--- config.mk ---
export PLATFORM = sky130hd
export DESIGN_NAME = uhft_top
export DESIGN_NICKNAME = d
export VERILOG_FILES = /design/src/hw/uhft_pkg.sv /design/src/hw/uhft_top.sv
export SDC_FILE = /design/constraint.sdc
export NUM_CORES = 1
export LEC_CHECK = 0
export BUFFER_PORTS_ARGS = -buffer_cell sky130_fd_sc_hd__buf_2
export CAP_MARGIN = 40
export CORE_MARGIN = 2
export CORE_UTILIZATION = 28
export CTS_CLUSTER_DIAMETER = 50
export DETAILED_ROUTE_END_ITERATION = 12
export PLACE_DENSITY = 0.52
export SKIP_LAST_GASP = 1
export SLEW_MARGIN = 0
export SYNTH_ARGS = -nofsm -noshare
export SYNTH_HDL_FRONTEND = slang
export SYNTH_HIERARCHICAL = 1
export SYNTH_SLANG_ARGS = --single-unit
--- constraint.sdc ---
create_clock -name clock_i -period 7.2 [get_ports clock_i]
set_clock_uncertainty 0.2 [all_clocks]
set_input_delay 0.72 -clock clock_i [delete_from_list [all_inputs] [get_ports clock_i]]
set_output_delay 0.72 -clock clock_i [all_outputs]
set_load 0.005 [all_outputs]
--- src/hw/uhft_pkg.sv ---
package uhft_pkg;

  // ----------------------------------------------------------------------
  // Timing
  // ----------------------------------------------------------------------
  localparam int unsigned CLK_HZ = 50_000_000;
  localparam int unsigned FRAME_US = 1000;     // Frame marker period.
  localparam int unsigned SUSPEND_US = 3000;   // Idle time before suspend done.
  localparam int unsigned FRAME_CYC = (CLK_HZ / 1_000_000) * FRAME_US;
  localparam int unsigned SUSPEND_CYC = (CLK_HZ / 1_000_000) * SUSPEND_US;
  localparam int TMR_W = 18;

  // ----------------------------------------------------------------------
  // Register numbers
  // ----------------------------------------------------------------------
  localparam logic [4:0] REG_RECV_FIFO = 5'h01;
  localparam logic [4:0] REG_SEND_FIFO = 5'h02;
  localparam logic [4:0] REG_SETUP = 5'h04;
  localparam logic [4:0] REG_SEND_COUNT = 5'h05;
  localparam logic [4:0] REG_HOST_FLAGS = 5'h06;
  localparam logic [4:0] REG_HOST_ENABLE = 5'h07;
  localparam logic [4:0] REG_MODE = 5'h08;
  localparam logic [4:0] REG_HOST_CTRL = 5'h09;
  localparam logic [4:0] REG_RESULT = 5'h0a;
  localparam logic [4:0] REG_SUPPLY_FLAGS = 5'h0b;
  localparam logic [4:0] REG_SUPPLY_ENABLE = 5'h0c;
  localparam logic [4:0] REG_FRAME_LO = 5'h0d;
  localparam logic [4:0] REG_FRAME_HI = 5'h0e;

  // ----------------------------------------------------------------------
  // Field positions
  // ----------------------------------------------------------------------
  localparam int HF_SUSPEND_DONE = 0;
  localparam int HF_SEND_FREE = 3;
  localparam int HF_FRAME_SENT = 6;
  localparam int MODE_SLOW_RATE = 1;
  localparam int MODE_MARKER_EN = 3;
  localparam int HC_FRAME_CLEAR = 0;
  localparam int HC_RECV_ZERO = 4;
  localparam int HC_RECV_ONE = 5;
  localparam int HC_SEND_ZERO = 6;
  localparam int HC_SEND_ONE = 7;
  localparam int RS_RECV_TOG = 4;
  localparam int RS_SEND_TOG = 5;
  localparam int SF_RISE = 0;
  localparam int SF_FALL = 1;

  // ----------------------------------------------------------------------
  // Widths and reset values
  // ----------------------------------------------------------------------
  localparam int FRAME_W = 11;
  localparam int COUNT_W = 7;
  localparam logic [7:0] HOST_ENABLE_RST = 8'h00;
  localparam logic [7:0] MODE_RST = 8'h00;
  localparam logic [1:0] SUPPLY_ENABLE_RST = 2'h0;
  localparam logic [4:0] CRC5_INIT = 5'h1f;
  localparam logic [4:0] CRC5_POLY = 5'h05;
  localparam logic [1:0] SEND_BUFFERS = 2'h2;

  // Frame marker sequencer states.
  typedef enum logic [1:0] {MK_IDLE, MK_WAIT, MK_SEND} uhft_mark_e;

endpackage

--- src/hw/uhft_top.sv ---
`timescale 1ns/1ns

// ------------------------------------------------------------------------
// Send data buffer
// ------------------------------------------------------------------------
module uhft_fifo #(
  parameter int WIDTH = 8,
  parameter int DEPTH = 8
) (
  input wire logic clock_i,              // System clock.
  input wire logic rst_i,                // Asynchronous reset.
  input wire logic in_valid_i,           // Write request.
  output logic in_ready_o,               // Room for a word.
  input wire logic [WIDTH-1:0] in_data_i, // Write data.
  output logic out_valid_o,              // Word available.
  input wire logic out_ready_i,          // Reader takes the word.
  output logic [WIDTH-1:0] out_data_o    // Oldest word.
);
  localparam int AW = $clog2(DEPTH);

  typedef struct packed {
    logic [DEPTH-1:0][WIDTH-1:0] mem;
    logic [AW-1:0] wp;
    logic [AW-1:0] rp;
    logic [AW:0] cnt;
  } uhft_fifo_s;

  uhft_fifo_s q;
  uhft_fifo_s d;
  logic push;
  logic pop;

  // Handshakes come straight from the occupancy count.
  assign in_ready_o = (q.cnt != (AW+1)'(DEPTH));
  assign out_valid_o = (q.cnt != '0);
  assign out_data_o = q.mem[q.rp];
  assign push = in_valid_i && in_ready_o;
  assign pop = out_valid_o && out_ready_i;

  // Pointer and count update; pointers wrap at the depth.
  always_comb begin
    d = q;
    if (push) begin
      d.mem[q.wp] = in_data_i;
      d.wp = (q.wp == AW'(DEPTH-1)) ? '0 : q.wp + 1'b1;
    end
    if (pop) begin
      d.rp = (q.rp == AW'(DEPTH-1)) ? '0 : q.rp + 1'b1;
    end
    if (push && !pop) begin
      d.cnt = q.cnt + 1'b1;
    end else if (pop && !push) begin
      d.cnt = q.cnt - 1'b1;
    end
  end

  // State register.
  always_ff @(posedge clock_i or posedge rst_i) begin
    if (rst_i) begin
      q <= '0;
    end else begin
      q <= d;
    end
  end
endmodule

// ------------------------------------------------------------------------
// Host frame, toggle and setup block
// ------------------------------------------------------------------------
module uhft_top #(
  parameter int FRAME_CYCLES = uhft_pkg::FRAME_CYC,
  parameter int SUSPEND_CYCLES = uhft_pkg::SUSPEND_CYC,
  parameter int SEND_DEPTH = 8
) (
  input wire logic clock_i,                    // System clock.
  input wire logic rst_i,                      // Asynchronous reset.
  input wire logic [4:0] reg_addr_i,           // Register number.
  input wire logic reg_wr_i,                   // Register write strobe.
  input wire logic reg_rd_i,                   // Register read strobe.
  input wire logic [7:0] reg_wdata_i,          // Write data.
  output logic [7:0] reg_rdata_o,              // Read data, next cycle.
  output logic send_fifo_ready_o,              // Send buffer has room.
  output logic tx_valid_o,                     // Send byte available.
  output logic [7:0] tx_data_o,                // Send byte.
  input wire logic tx_ready_i,                 // Engine takes a byte.
  output logic send_commit_o,                  // Byte count committed.
  output logic [uhft_pkg::COUNT_W-1:0] send_count_o, // Committed count.
  input wire logic send_ack_i,                 // A send buffer was freed.
  input wire logic send_tog_adv_i,             // Advance send toggle.
  input wire logic recv_tog_adv_i,             // Advance receive toggle.
  output logic send_toggle_o,                  // Send data toggle.
  output logic recv_toggle_o,                  // Receive data toggle.
  input wire logic result_valid_i,             // Transfer finished.
  input wire logic [3:0] result_code_i,        // Transfer outcome.
  output logic slow_rate_select_o,             // Low speed host.
  output logic marker_valid_o,                 // Frame marker in progress.
  output logic marker_sof_o,                   // One: SOF, zero: EOP.
  output logic [uhft_pkg::FRAME_W-1:0] marker_frame_o, // Frame number.
  output logic [4:0] marker_crc_o,             // CRC5 of frame number.
  input wire logic marker_done_i,              // Marker signaling done.
  input wire logic bus_busy_i,                 // Bus not idle.
  input wire logic [2:0] setup_idx_i,          // Setup byte index.
  output logic [7:0] setup_byte_o,             // Setup byte, next cycle.
  input wire logic supply_sense_pin_i,         // Supply comparator.
  input wire logic bus_reset_i,                // Bus reset seen.
  output logic irq_o                           // Interrupt pin, high active.
);
  import uhft_pkg::*;

  typedef struct packed {
    uhft_mark_e st;
    logic [TMR_W-1:0] timer;
    logic [TMR_W-1:0] idle;
    logic [FRAME_W-1:0] frame;
    logic mk_sof;
    logic [4:0] mk_crc;
    logic stog;
    logic rtog;
    logic [7:0] hien;
    logic [7:0] mode;
    logic sbav;
    logic susdn;
    logic frame_f;
    logic [1:0] sien;
    logic [1:0] sirq;
    logic sprev;
    logic [3:0] result;
    logic [COUNT_W-1:0] sbc;
    logic commit;
    logic [1:0] busy;
    logic [7:0][7:0] setup;
    logic [2:0] swp;
    logic [2:0] srp;
    logic [7:0] rdata;
    logic [7:0] sbyte;
  } uhft_state_s;

  uhft_state_s q;
  uhft_state_s d;
  logic wr_send_fifo;
  logic wr_hctl;

  // CRC5 over the frame number, least significant bit first.
  function automatic logic [4:0] crc5(input logic [FRAME_W-1:0] v);
    logic [4:0] c;
    c = CRC5_INIT;
    for (int i = 0; i < FRAME_W; i++) begin
      if (c[4] ^ v[i]) begin
        c = {c[3:0], 1'b0} ^ CRC5_POLY;
      end else begin
        c = {c[3:0], 1'b0};
      end
    end
    return ~c;
  endfunction

  // Send bytes pass through the buffer; its ready reaches the CPU side.
  assign wr_send_fifo = reg_wr_i && (reg_addr_i == REG_SEND_FIFO);
  assign wr_hctl = reg_wr_i && (reg_addr_i == REG_HOST_CTRL);

  uhft_fifo #(.WIDTH(8), .DEPTH(SEND_DEPTH)) u_send_buf (
    .clock_i(clock_i),
    .rst_i(rst_i),
    .in_valid_i(wr_send_fifo),
    .in_ready_o(send_fifo_ready_o),
    .in_data_i(reg_wdata_i),
    .out_valid_o(tx_valid_o),
    .out_ready_i(tx_ready_i),
    .out_data_o(tx_data_o)
  );

  // Outputs taken from the state register.
  assign reg_rdata_o = q.rdata;
  assign send_commit_o = q.commit;
  assign send_count_o = q.sbc;
  assign send_toggle_o = q.stog;
  assign recv_toggle_o = q.rtog;
  assign slow_rate_select_o = q.mode[MODE_SLOW_RATE];
  assign marker_valid_o = (q.st == MK_SEND);
  assign marker_sof_o = q.mk_sof;
  assign marker_frame_o = q.frame;
  assign marker_crc_o = q.mk_crc;
  assign setup_byte_o = q.sbyte;
  assign irq_o = (q.susdn & q.hien[HF_SUSPEND_DONE]) |
                 (q.sbav & q.hien[HF_SEND_FREE]) |
                 (q.frame_f & q.hien[HF_FRAME_SENT]) |
                 (|(q.sirq & q.sien));

  // ----------------------------------------------------------------------
  // Next state
  // ----------------------------------------------------------------------
  // Toggle advances before register writes, hardware sets last so a set beats a clear.
  always_comb begin
    d = q;
    d.commit = 1'b0;
    d.sprev = supply_sense_pin_i;
    d.sbyte = q.setup[setup_idx_i];
    // Engine advances both toggles on its own between transfers.
    if (send_tog_adv_i) begin
      d.stog = ~q.stog;
    end
    if (recv_tog_adv_i) begin
      d.rtog = ~q.rtog;
    end
    if (result_valid_i) begin
      d.result = result_code_i;
    end
    // Register writes.
    if (reg_wr_i) begin
      if (reg_addr_i == REG_SETUP) begin
        d.setup[q.swp] = reg_wdata_i;
        d.swp = q.swp + 1'b1;
      end else if (reg_addr_i == REG_SEND_COUNT) begin
        d.sbc = reg_wdata_i[COUNT_W-1:0];
        d.commit = 1'b1;
        d.sbav = 1'b0;
      end else if (reg_addr_i == REG_HOST_FLAGS) begin
        if (reg_wdata_i[HF_SUSPEND_DONE]) begin
          d.susdn = 1'b0;
        end
        if (reg_wdata_i[HF_FRAME_SENT]) begin
          d.frame_f = 1'b0;
        end
      end else if (reg_addr_i == REG_HOST_ENABLE) begin
        d.hien = reg_wdata_i;
      end else if (reg_addr_i == REG_MODE) begin
        d.mode = reg_wdata_i;
      end else if (reg_addr_i == REG_HOST_CTRL) begin
        if (reg_wdata_i[HC_SEND_ONE] && !reg_wdata_i[HC_SEND_ZERO]) begin
          d.stog = 1'b1;
        end else if (reg_wdata_i[HC_SEND_ZERO] &&
                     !reg_wdata_i[HC_SEND_ONE]) begin
          d.stog = 1'b0;
        end
        if (reg_wdata_i[HC_RECV_ONE] && !reg_wdata_i[HC_RECV_ZERO]) begin
          d.rtog = 1'b1;
        end else if (reg_wdata_i[HC_RECV_ZERO] &&
                     !reg_wdata_i[HC_RECV_ONE]) begin
          d.rtog = 1'b0;
        end
      end else if (reg_addr_i == REG_SUPPLY_FLAGS) begin
        d.sirq = q.sirq & ~reg_wdata_i[1:0];
      end else if (reg_addr_i == REG_SUPPLY_ENABLE) begin
        d.sien = reg_wdata_i[1:0];
      end
    end
    // Send buffer bookkeeping: two buffers, freed by the engine.
    if (d.commit && !send_ack_i) begin
      d.busy = q.busy + 1'b1;
    end else if (send_ack_i && !d.commit && q.busy != '0) begin
      d.busy = q.busy - 1'b1;
    end
    if (send_ack_i || (q.commit && q.busy != SEND_BUFFERS)) begin
      d.sbav = 1'b1;
    end
    // Register reads.
    d.rdata = '0;
    if (reg_rd_i) begin
      if (reg_addr_i == REG_SETUP) begin
        d.rdata = q.setup[q.srp];
        d.srp = q.srp + 1'b1;
      end else if (reg_addr_i == REG_SEND_COUNT) begin
        d.rdata = {1'b0, q.sbc};
      end else if (reg_addr_i == REG_HOST_FLAGS) begin
        d.rdata[HF_SUSPEND_DONE] = q.susdn;
        d.rdata[HF_SEND_FREE] = q.sbav;
        d.rdata[HF_FRAME_SENT] = q.frame_f;
      end else if (reg_addr_i == REG_HOST_ENABLE) begin
        d.rdata = q.hien;
      end else if (reg_addr_i == REG_MODE) begin
        d.rdata = q.mode;
      end else if (reg_addr_i == REG_RESULT) begin
        d.rdata = {2'h0, q.stog, q.rtog, q.result};
      end else if (reg_addr_i == REG_SUPPLY_FLAGS) begin
        d.rdata = {6'h00, q.sirq};
      end else if (reg_addr_i == REG_SUPPLY_ENABLE) begin
        d.rdata = {6'h00, q.sien};
      end else if (reg_addr_i == REG_FRAME_LO) begin
        d.rdata = q.frame[7:0];
      end else if (reg_addr_i == REG_FRAME_HI) begin
        d.rdata = {5'h00, q.frame[FRAME_W-1:8]};
      end
    end
    // Frame marker sequencer; the timer runs whenever the sequencer is out of MK_IDLE.
    if (q.st != MK_IDLE) begin
      d.timer = (q.timer == TMR_W'(FRAME_CYCLES - 1)) ? '0 : q.timer + 1'b1;
    end
    case (q.st)
      MK_IDLE: begin
        d.timer = '0;
        if (q.mode[MODE_MARKER_EN]) begin
          d.st = MK_WAIT;
        end
      end
      MK_WAIT: begin
        if (!q.mode[MODE_MARKER_EN]) begin
          d.st = MK_IDLE;
        end else if (q.timer == TMR_W'(FRAME_CYCLES - 1)) begin
          d.st = MK_SEND;
          d.mk_sof = !q.mode[MODE_SLOW_RATE];
          d.mk_crc = crc5(q.frame);
        end
      end
      MK_SEND: begin
        if (marker_done_i) begin
          d.st = q.mode[MODE_MARKER_EN] ? MK_WAIT : MK_IDLE;
          if (q.mk_sof) begin
            d.frame = q.frame + 1'b1;
            d.frame_f = 1'b1;
          end
        end
      end
      default: begin
        d.st = MK_IDLE;
      end
    endcase
    if (wr_hctl && reg_wdata_i[HC_FRAME_CLEAR]) begin
      d.frame = '0;
    end
    // Suspend done after the bus has stayed idle for the full time.
    if (q.st == MK_IDLE && !bus_busy_i) begin
      if (q.idle != TMR_W'(SUSPEND_CYCLES)) begin
        d.idle = q.idle + 1'b1;
      end
      if (q.idle == TMR_W'(SUSPEND_CYCLES - 1)) begin
        d.susdn = 1'b1;
      end
    end else begin
      d.idle = '0;
    end
    // Supply comparator edges, in every operating mode.
    if (supply_sense_pin_i && !q.sprev) begin
      d.sirq[SF_RISE] = 1'b1;
    end
    if (!supply_sense_pin_i && q.sprev) begin
      d.sirq[SF_FALL] = 1'b1;
    end
    if (bus_reset_i) begin
      d.hien = HOST_ENABLE_RST;
    end
  end

  // State register.
  always_ff @(posedge clock_i or posedge rst_i) begin
    if (rst_i) begin
      q <= '0;
      q.st <= MK_IDLE;
      q.sbav <= 1'b1;
      q.hien <= HOST_ENABLE_RST;
      q.mode <= MODE_RST;
      q.sien <= SUPPLY_ENABLE_RST;
    end else begin
      q <= d;
    end
  end

  // ----------------------------------------------------------------------
  // Checks
  // ----------------------------------------------------------------------
  AST_TOG_ONE: assert property (@(posedge clock_i) disable iff (rst_i)
    wr_hctl && reg_wdata_i[HC_SEND_ONE] && !reg_wdata_i[HC_SEND_ZERO]
    |=> send_toggle_o)
    else $error("Send toggle not set to one.");

  AST_TOG_BOTH: assert property (@(posedge clock_i) disable iff (rst_i)
    wr_hctl && reg_wdata_i[HC_RECV_ONE] && reg_wdata_i[HC_RECV_ZERO] &&
    !recv_tog_adv_i |=> $stable(recv_toggle_o))
    else $error("Receive toggle changed on double set.");

  AST_TOG_ADV: assert property (@(posedge clock_i) disable iff (rst_i)
    send_tog_adv_i && !wr_hctl |=> send_toggle_o != $past(send_toggle_o))
    else $error("Send toggle did not advance.");

  AST_FIRST_MARK: assert property (@(posedge clock_i) disable iff (rst_i)
    $rose(marker_valid_o) |->
    $past(q.timer) == TMR_W'(FRAME_CYCLES - 1) && $past(q.st) == MK_WAIT)
    else $error("Marker started before a full period.");

  AST_MARK_HOLD: assert property (@(posedge clock_i) disable iff (rst_i)
    marker_valid_o && !marker_done_i |=> marker_valid_o)
    else $error("Marker dropped before done.");

  AST_FRAME_INC: assert property (@(posedge clock_i) disable iff (rst_i)
    marker_valid_o && marker_done_i && marker_sof_o && !wr_hctl
    |=> marker_frame_o == FRAME_W'($past(marker_frame_o) + 1'b1) &&
    q.frame_f)
    else $error("Frame not counted after SOF.");

  AST_RESULT_HOLD: assert property (@(posedge clock_i) disable iff (rst_i)
    !result_valid_i |=> $stable(q.result))
    else $error("Result code changed without a transfer.");

  AST_SUSPEND: assert property (@(posedge clock_i) disable iff (rst_i)
    q.st == MK_IDLE && !bus_busy_i &&
    q.idle == TMR_W'(SUSPEND_CYCLES - 1)
    |=> q.susdn && q.idle == TMR_W'(SUSPEND_CYCLES))
    else $error("Suspend done not raised.");

  AST_RISE: assert property (@(posedge clock_i) disable iff (rst_i)
    supply_sense_pin_i && !q.sprev |=> q.sirq[SF_RISE])
    else $error("Supply rise not flagged.");

  AST_COMMIT: assert property (@(posedge clock_i) disable iff (rst_i)
    reg_wr_i && reg_addr_i == REG_SEND_COUNT && !q.commit && !send_ack_i
    |=> !q.sbav && send_commit_o)
    else $error("Byte count write did not commit.");

  AST_SETUP_WR: assert property (@(posedge clock_i) disable iff (rst_i)
    reg_wr_i && reg_addr_i == REG_SETUP
    |=> q.setup[$past(q.swp)] == $past(reg_wdata_i))
    else $error("Setup byte not stored.");
endmodule

==> results of run 1 <==
[worst reg2reg max path, cell delays in order, from the launching register on]
cell and delay, ps:
dfrtp_1 480, nor4b_4 670, inv_1 220, nand2_1 210
inv_1 60, ha_1 250, inv_1 150, ha_1 310
or4_1 530, nand3_1 100, o211ai_1 90
[power by group through the flow]
stage / clock (mW) / sequential [mW] / combinational, mW
global placement: 0 / 1.74 / 0.617
global route: 1.69 / 1.71 / 0.750
floorplan: 0 / 1.64 / 0.521
CTS: 1.64 / 1.69 / 0.695
detailed placement: 0 / 1.72 / 0.693
finish: 1.59 / 1.69 / 0.676
[repair_timing]
| action | in CTS | in global routing |
|---|---|---|
| hold buffers | 1 | 0 |
| gates resized for setup | 0 | 0 |
| endpoints found under the hold margin | 36 | 0 |
[flip-flops by register name, summed over array words and instances (netlist names)]
name and count:
reg_rdata_o 8, setup_byte_o 8, slow_rate_select_o 1, q 137
marker_frame_o 11, send_commit_o 1, marker_crc_o 5, marker_sof_o 1
u_send_buf/q 74, send_toggle_o 1, send_count_o 7, recv_toggle_o 1
[final cells by class]
type                    instances  area [um^2]  share of cell area, %
clock inverters                14          203                   1.35
multi-input cells             677         6110                   40.7
clock buffers                  41          833                   5.54
flip-flops and latches        255         6380                   42.4
repair buffers                102          652                   4.34
well taps                     607          759                   5.05
inverters                      23         91.3                  0.607
[per-stage QoR]
step	cells	setup WS (ps)	cell area [um^2]	total power, mW	util, %
after floorplan	1053	1370	13100	2.17	-
after global placement	1656	3440	13800	2.36	29.8
after detailed placement	1663	3280	14000	2.41	30.1
after CTS	1719	3820	15000	4.03	32.4
after global routing	1719	3570	15000	4.16	32.4
final	1719	3800	15000	3.95	32.4
[cells in the mapped netlist, types with 6 or more instances]
master    count  area (um^2)
nor4_1        9         56.3
mux2_2      155         1750
nor2b_1       9         56.3
clkbuf_1     41          154
dfrtp_1     254         6360
xnor2_1      42          368
nand2b_1     14         87.6
nand4_1      14         87.6
mux2_4       24          360
or3_1         6         37.5
ha_1         13          163
and3_1        9         56.3
o21ai_0      24          120
nand2_1      67          251
xor2_1       23          201
nand3_1      36          180
mux2i_1      11          110
buf_1         6         22.5
mux4_2       48         1080
nor3_1       13         65.1
buf_4        41          308
inv_1        22         82.6
nor2_1       60          225
a21oi_1      23          115
[logic make-up (layout without fill, tap and decap cells)]
family | after synthesis | in the layout | share of synthesized area (%)
fa+ha+maj | 14 | 14 | 1.39
buf+inv | 121 | 180 | 4.96
flops | 255 | 255 | 48.5
compound gates | 81 | 81 | 3.90
mux | 238 | 238 | 25.1
simple gates | 279 | 279 | 11.8
xor+xnor | 65 | 65 | 4.33
[cell usage in the layout (no fill, tap or decap), drive strengths merged, types with 3 or more instances in the layout]
cell type	Yosys	routed
or3	6	6
mux2	179	179
xnor2	42	42
a221oi	3	3
nor2	62	62
nor4b	5	5
or4b	4	4
xor2	23	23
o22ai	3	3
nor2b	9	9
ha	13	13
dfrtp	254	254
nand2b	14	14
a211oi	3	3
bufinv	0	4
mux4	48	48
nor4	11	11
inv	22	22
nor3	18	18
and3	9	9
nand3	36	36
a22oi	5	5
o21ai	24	24
clkinvlp	0	4
nand2	69	69
and2	4	4
or4	6	6
clkbuf	41	41
nand3b	4	4
a21oi	23	23
clkinv	1	7
buf	57	101
nand4	14	14
a22o	4	4
mux2i	11	11
[metal layers]
layer / track usage [%] / vias to the layer above
met2: 22.2 / 168
met1: 19.2 / 4250
met5: 0 / -
li1: - / 3825
met4: 5.09 / 6
met3: 2.61 / 62
[final timing paths]
kind                               startpoint  cells after the start                 to  slack [ps]
setup / recovery              u_send_buf/q[0]                     10    u_send_buf/q[3]        3800
setup reg to reg              u_send_buf/q[0]                     10    u_send_buf/q[3]        3800
hold reg to reg                        q[100]                      1             q[101]         250
hold / removal             supply_sense_pin_i                      1             q[100]         110
max in group asynchronous               rst_i                      6              q[45]        4980
min in group asynchronous               rst_i                      3  marker_frame_o[4]         480
==> results.tsv, run 1 <==
stage	metric	value	unit
run_status	status	finished, final reports clean	
clocking	clock latency on the worst-skew pair	580	ps
timing	final max-slew violation count	0	
routing	Pre-Repair DR Iteration Count	5	
routing	via count	8311	
routing	highest routed layer	met5	
clocking	post-CTS setup buffer count	0	
global_routing	largest net degree at the start of global routing	83	
timing	hold_ws	108	ps
pwr	switching part of the total power	27.8	%
synthesis	library cells used by synthesis	66	
clocking	clk slew on worst S/H paths	60	ps
routing	Via density	4.83	
floorplan	die height	221	um
routing	DR iter-0 viols	554	
global_routing	initial antenna violation count	3	
routing	Post-DRT Antenna Nets	0	
global_routing	vias in the first global route	8762	
timing	Rel. slew slack	37.9	%
setup_path	cell family with most CP delay	simple AND/OR/NAND/NOR gates	
timing	RSZ-0062 raised after global routing	no	
floorplan	die area	0.0487	mm^2
synthesis	commonest register cell after synthesis	dfrtp_1	
global_routing	GRT overflow	0	
timing	slew of the pin with the lowest slew margin	923	ps
floorplan	initial core utilization	28.3	%
hold_path	worst min path class	in2reg	
timing	final hold vios	0	
finish	nets	1137	
synthesis	Seq cells post-synth	255	
pwr	sw power	1.10	mW
synthesis	Post-synth EDFFs	0	
synthesis	Synth Instances	1053	
routing	WL/cell	19.5	um
pwr	Seq pwr share	42.8	%
finish	n_diodes	0	
floorplan	Cell Rows	79	
clocking	Root Driver	clkbuf_16	
job	max cap viols	0	
clocking	CTS tree	built	
synthesis	register area share after synthesis	48.5	%
setup_path	worst-path fanout max	9	
global_routing	GRT Util Overall	14.0	%
clocking	H-tree levels	1	
timing	Fmax achieved	0.294	GHz
setup_path	most frequent cell on the critical path	inv_1	
pwr	PwrDens	263	mW/mm^2
pwr	Internal	2.85	mW
clocking	clk sinks	255	
synthesis	asr flop ratio synth	100	%
clocking	TritonCTS buffer count	31	
placed_design	routability congestion estimate from global placement	0.818	
setup_path	Worst path max stage delay	670	ps
floorplan	Die Width	221	um
routing	routed wl met2	15400	um
setup_path	crit path cell chain	nor4b_4, inv_1, nand2_1, inv_1, ha_1, inv_1, ha_1, or4_1, nand3_1, o211ai_1	
setup_path	critical path capture point type	flip-flop	
synthesis	Synth Cell Area	0.0131	mm^2
timing	Final Critical Period	3400	ps
routing	DRC violations left	0	
timing	final setup fails	0	
setup_path	slowest stage cell, crit path	nor4b_4	
pwr	leakage power	6.79	nW
finish	ratio of cells with drive above 1 in the final layout	35.9	%
finish	area grow syn2layout	14.3	%
timing	setup TNS	0	ps
routing	metal3 WL	1750	um
synthesis	Mapped Avg Cell Area	12.5	um^2
setup_path	CP required	7440	ps
floorplan	core area	0.0465	mm^2
clocking	Max Buffers Root-to-Sink	3	
routing	final wirelength	33600	um
timing	fin crit share	47.3	%
pwr	Comb power frac	17.1	%
setup_path	Worst Setup Path Type	reg2reg	
placed_design	Post-DP HPWL	22900	um
finish	fill count	4653	
pwr	Clock power frac	40.1	%
synthesis	Post-Syn Nets	1100	
setup_path	Worst setup SP type	flip-flop	
routing	M1 wire length	15300	um
setup_path	Worst Path Buf+Inv	3	
pwr	peak supply drop	0.198	mV
synthesis	Ys Warns	6	
global_routing	first-pass GRT wire length	52600	um
setup_path	WP data arrival	3640	ps
placed_design	PortBufs	88	
floorplan	# IOs	89	
Note: power is estimated with default switching activity, not from simulation.
==> run 2: changes to the inputs <==
- PLACE_DENSITY: 0.52 -> 0.54
- clock period: 7.2 -> 3 ns (I/O delays scaled with it)
==> results.tsv, run 2 (synthesis results as in run 1) <==
stage	metric	value	unit
run_status	status	finished, final reports clean	
timing	Fmax achieved	0.358	GHz
timing	final setup fails	0	
timing	slew of the pin with the lowest slew margin	797	ps
clocking	Max Buffers Root-to-Sink	3	
finish	ratio of cells with drive above 1 in the final layout	37.7	%
clocking	post_cts resized	0	
hold_path	worst min path class	in2reg	
floorplan	Die Width	221	um
clocking	clk sinks	255	
setup_path	critical path capture point type	flip-flop	
timing	RSZ-0062 raised after global routing	no	
global_routing	first-pass GRT wire length	53700	um
placed_design	DP Area	0.0142	mm^2
routing	Post-DRT Antenna Nets	0	
floorplan	initial core utilization	28.3	%
global_routing	GRT overflow	0	
floorplan	# IOs	89	
timing	setup TNS	0	ps
global_routing	largest net degree at the start of global routing	56	
routing	Via density	4.85	
finish	leading cell type in the layout, fill and taps excluded	dfrtp_1	
clocking	H-tree levels	2	
timing	Rel. slew slack	46.4	%
pwr	total power	9.88	mW
finish	Final Instance Area	0.0155	mm^2
setup_path	WP data arrival	2980	ps
setup_path	Worst Setup Path Type	reg2reg	
global_routing	GRT Util Overall	14.3	%
pwr	leakage power	7.06	nW
clocking	post-CTS setup buffer count	0	
clocking	CTS tree	built	
hold_path	hold depth	3	
placed_design	routability congestion estimate from global placement	0.909	
placed_design	PortBufs	88	
pwr	PwrDens	636	mW/mm^2
pwr	peak supply drop	0.496	mV
finish	area grow syn2layout	18.0	%
clocking	TritonCTS buffer count	34	
global_routing	vias in the first global route	8850	
floorplan	die height	221	um
floorplan	die area	0.0487	mm^2
finish	commonest non-fill, non-tap cells in the layout	254 x dfrtp_1, 155 x mux2_2, 88 x buf_2	
setup_path	reg2reg path depth	8	
placed_design	Post-DP HPWL	23300	um
timing	final hold vios	0	
clocking	hold buffers post-CTS	17	
timing	fin crit share	93.1	%
finish	final core utilization	33.4	%
clocking	Root Driver	clkbuf_16	
floorplan	core area	0.0465	mm^2
job	max cap viols	0	
routing	DR iter-0 viols	600	
routing	DRC violations left	0	
routing	Pre-Repair DR Iteration Count	5	
setup_path	Worst setup SP type	flip-flop	
timing	Final Critical Period	2790	ps
finish	nets	1187	
clocking	clock latency on the worst-skew pair	530	ps
global_routing	initial antenna violation count	2	
routing	final wirelength	33900	um
routing	WL/cell	19.1	um
finish	max reg flops	137	
timing	final max-slew violation count	0	
routing	via count	8603	
setup_path	worst-path fanout max	4	
finish	Biggest register	q	
floorplan	Cell Rows	79	
clocking	clk slew on worst S/H paths	50	ps
setup_path	CP required	3190	ps
## run 2: cell types whose count changed in the layout (fill, tap and decap cells not counted), sizes merged, moves of 2 or more
cell	before	now
buf	101	132
bufinv	4	2
clkbuf	41	48
diode	0	2
dlygate4sd3	1	17
## run 2: critical path, stage by stage (launching register included)
cell and delay [ps]:
dfrtp_1 440, or4_2 640, nand2_1 120, ha_1 170
inv_1 100, ha_1 300, or4_1 510, nand3_1 110
o211ai_1 80
## run 2: area by class of cell
cell class,count,area (um^2)
tap,607,759
inverter,23,90.1
fill,4617,30900
multi-input combinational,677,6110
sequential,255,6380
clock buffer,48,1030
antenna,2,5.00
clock inverter,13,151
timing repair buffer,149,991
## run 2: metal layers
layer	GRT usage, %	share of wire (%)	routed length [um]
met3	3.34	5.8	1970
met4	4.16	2.0	670
met5	0	0	0
met1	19.8	46	15700
met2	22.3	46	15600
## run 2: per-stage QoR
step	hold WS [ps]	cells	setup WS (ps)
4_1_cts	23.8	1772	188
2_1_floorplan	131	1053	13.0
3_5_place_dp	254	1694	15.9
6_report	48.0	1774	207
3_3_place_gp	244	1694	71.1
5_1_grt	46.9	1774	50.8
## run 2: final timing paths
path	to	from	slack, ps
worst max-delay path	u_send_buf/q[3]	u_send_buf/q[2]	210
worst min-delay path	send_count_o[4]	reg_wdata_i[4]	50
worst max register to register	u_send_buf/q[3]	u_send_buf/q[2]	210
worst min register to register	q[101]	q[100]	260
max in group asynchronous	q[41]	rst_i	1520
min in group asynchronous	q[110]	rst_i	310
## run 2: power by group
group          internal, mW  switching (mW)  total [mW]  leakage [nW]
Combinational         0.846           0.831        1.68          3.04
Sequential             3.72           0.316        4.04          3.46
Clock                  2.58            1.58        4.16         0.565
==> run 3: changes to the inputs <==
- CORE_UTILIZATION: 28 -> 30
- PLACE_DENSITY: 0.54 -> unset
- PLACE_DENSITY_LB_ADDON: unset -> 0.1
==> results.tsv, run 3 (synthesis results as in run 1) <==
stage	metric	value	unit
run_status	status	finished, final reports clean	
placed_design	dpl ws	60.9	ps
clocking	TritonCTS buffer count	39	
clocking	clock latency on the worst-skew pair	550	ps
clocking	clk slew on worst S/H paths	50	ps
hold_path	hold endpoint	send_count_o[6]	
routing	Via density	4.84	
floorplan	die area	0.0455	mm^2
floorplan	die height	213	um
routing	Post-DRT Antenna Nets	0	
global_routing	GRT Util Overall	16.4	%
finish	ratio of cells with drive above 1 in the final layout	39.0	%
routing	final wirelength	35800	um
timing	final setup fails	0	
clocking	Max Buffers Root-to-Sink	3	
finish	leading cell type in the layout, fill and taps excluded	dfrtp_1	
setup_path	critical path capture point type	flip-flop	
placed_design	Post-DP HPWL	23700	um
global_routing	largest net degree at the start of global routing	111	
setup_path	R2R setup slack	210	ps
setup_path	slowest stage cell, crit path	or4_2	
setup_path	Worst setup SP type	flip-flop	
setup_path	WP data arrival	3000	ps
finish	nets	1203	
global_routing	vias in the first global route	8959	
hold_path	worst min path class	in2reg	
floorplan	Die Width	213	um
floorplan	Cell Rows	76	
setup_path	worst-path fanout max	4	
pwr	PwrDens	679	mW/mm^2
timing	Final Critical Period	2790	ps
pwr	leakage power	7.26	nW
timing	Fmax achieved	0.359	GHz
timing	final hold vios	0	
floorplan	initial core utilization	30.5	%
clocking	Root Driver	clkbuf_16	
clocking	post_cts resized	0	
floorplan	core area	0.0432	mm^2
floorplan	# IOs	89	
setup_path	Worst Setup Path Type	reg2reg	
finish	n_diodes	0	
setup_path	Worst R2R Start	u_send_buf/q[2]	
timing	fin crit share	92.9	%
pwr	peak supply drop	0.326	mV
routing	DRC violations left	0	
setup_path	reg2reg path depth	8	
timing	final max-slew violation count	0	
setup_path	Worst R2R End	u_send_buf/q[3]	
finish	commonest non-fill, non-tap cells in the layout	254 x dfrtp_1, 155 x mux2_2, 88 x buf_2	
finish	area grow syn2layout	20.5	%
routing	WL/cell	20.2	um
setup_path	cell family with most CP delay	simple AND/OR/NAND/NOR gates	
placed_design	PortBufs	88	
routing	Pre-Repair DR Iteration Count	5	
job	max cap viols	0	
placed_design	routability congestion estimate from global placement	0.783	
timing	RSZ-0062 raised after global routing	no	
clocking	CTS tree	built	
timing	final setup margin	212	ps
timing	setup TNS	0	ps
pwr	total power	10.8	mW
routing	DR iter-0 viols	539	
setup_path	CP required	3210	ps
finish	max reg flops	137	
timing	Rel. slew slack	47.7	%
hold_path	hold path start	reg_wdata_i[6]	
setup_path	Worst Path Buf+Inv	1	
global_routing	initial antenna violation count	1	
routing	via count	8584	
setup_path	crit path cell chain	or4_2, nand2_1, ha_1, inv_1, ha_1, or4_1, nand3_1, o211ai_1	
setup_path	Worst path max stage delay	640	ps
setup_path	most frequent cell on the critical path	ha_1	
clocking	H-tree levels	2	
timing	slew of the pin with the lowest slew margin	777	ps
hold_path	hold depth	3	
finish	Biggest register	q	
global_routing	first-pass GRT wire length	56300	um
clocking	clk sinks	255	
global_routing	GRT overflow	0	
==> run 3: cell types whose count changed in the layout (fill, tap and decap cells not counted), moves of 2 or more <==
cell	before	now
clkinv_2	2	5
bufinv_16	2	8
buf_4	40	51
diode_2	2	0
clkbuf_16	37	40
inv_8	0	2
clkbuf_1	5	3
==> run 3: cell type report <==
class | instances | area, um^2
tap | 585 | 732
multi-input combinational | 677 | 6110
inverter | 23 | 90.1
timing repair buffer | 160 | 1070
sequential | 255 | 6380
clock inverter | 23 | 362
clock buffer | 49 | 1090
fill | 4275 | 27300
==> run 3: what timing repair did <==
| action | in CTS | in global routing |
|---|---|---|
| setup buffers | 0 | 0 |
| endpoints found under the setup margin | 0 | 0 |
| hold endpoints to repair | 286 | 0 |
| hold buffers | 17 | 0 |
==> run 3: where the power goes <==
group / total (mW) / internal [mW] / switching [mW]
Combinational: 1.67 / 0.856 / 0.815
Clock: 5.06 / 3.30 / 1.76
Sequential: 4.03 / 3.72 / 0.311
==> run 3: worst max-delay path by stage <==
| stage | depth (start not counted) | end | startpoint | slack (ps) |
|---|---|---|---|---|
| floorplan | 12 | u_send_buf/q[3] | reg_addr_i[1] | 10 |
| global placement | 13 | u_send_buf/q[3] | reg_addr_i[1] | 40 |
| detailed placement | 13 | u_send_buf/q[3] | reg_addr_i[1] | 60 |
| CTS | 8 | u_send_buf/q[3] | u_send_buf/q[2] | 210 |
| global route | 8 | u_send_buf/q[3] | u_send_buf/q[2] | 20 |
| finish | 8 | u_send_buf/q[3] | u_send_buf/q[2] | 210 |
==> run 3: tightest hold or removal path, delay by kind of cell <==
kind	cells	cell delay (ps)
and+or+nand+nor	2	160
buffers and inverters	1	260
==> run 3: routing by layer <==
metal	wire length (um)	track usage, %	vias up
met5	0	0	-
met4	742	4.74	0
met3	1340	3.02	49
met2	16400	25.4	152
met1	17300	23.5	4420
li1	-	-	3963
==> run 3: stage by stage <==
step	std cells	util, %	hold WS, ps	area, um^2
2_1_floorplan	1053	-	131	13200
6_report	1772	36.7	30.8	15800
3_5_place_dp	1683	32.9	95.8	14200
3_3_place_gp	1683	32.9	98.4	14200
4_1_cts	1772	36.7	11.3	15800
5_1_grt	1772	36.7	44.6	15800
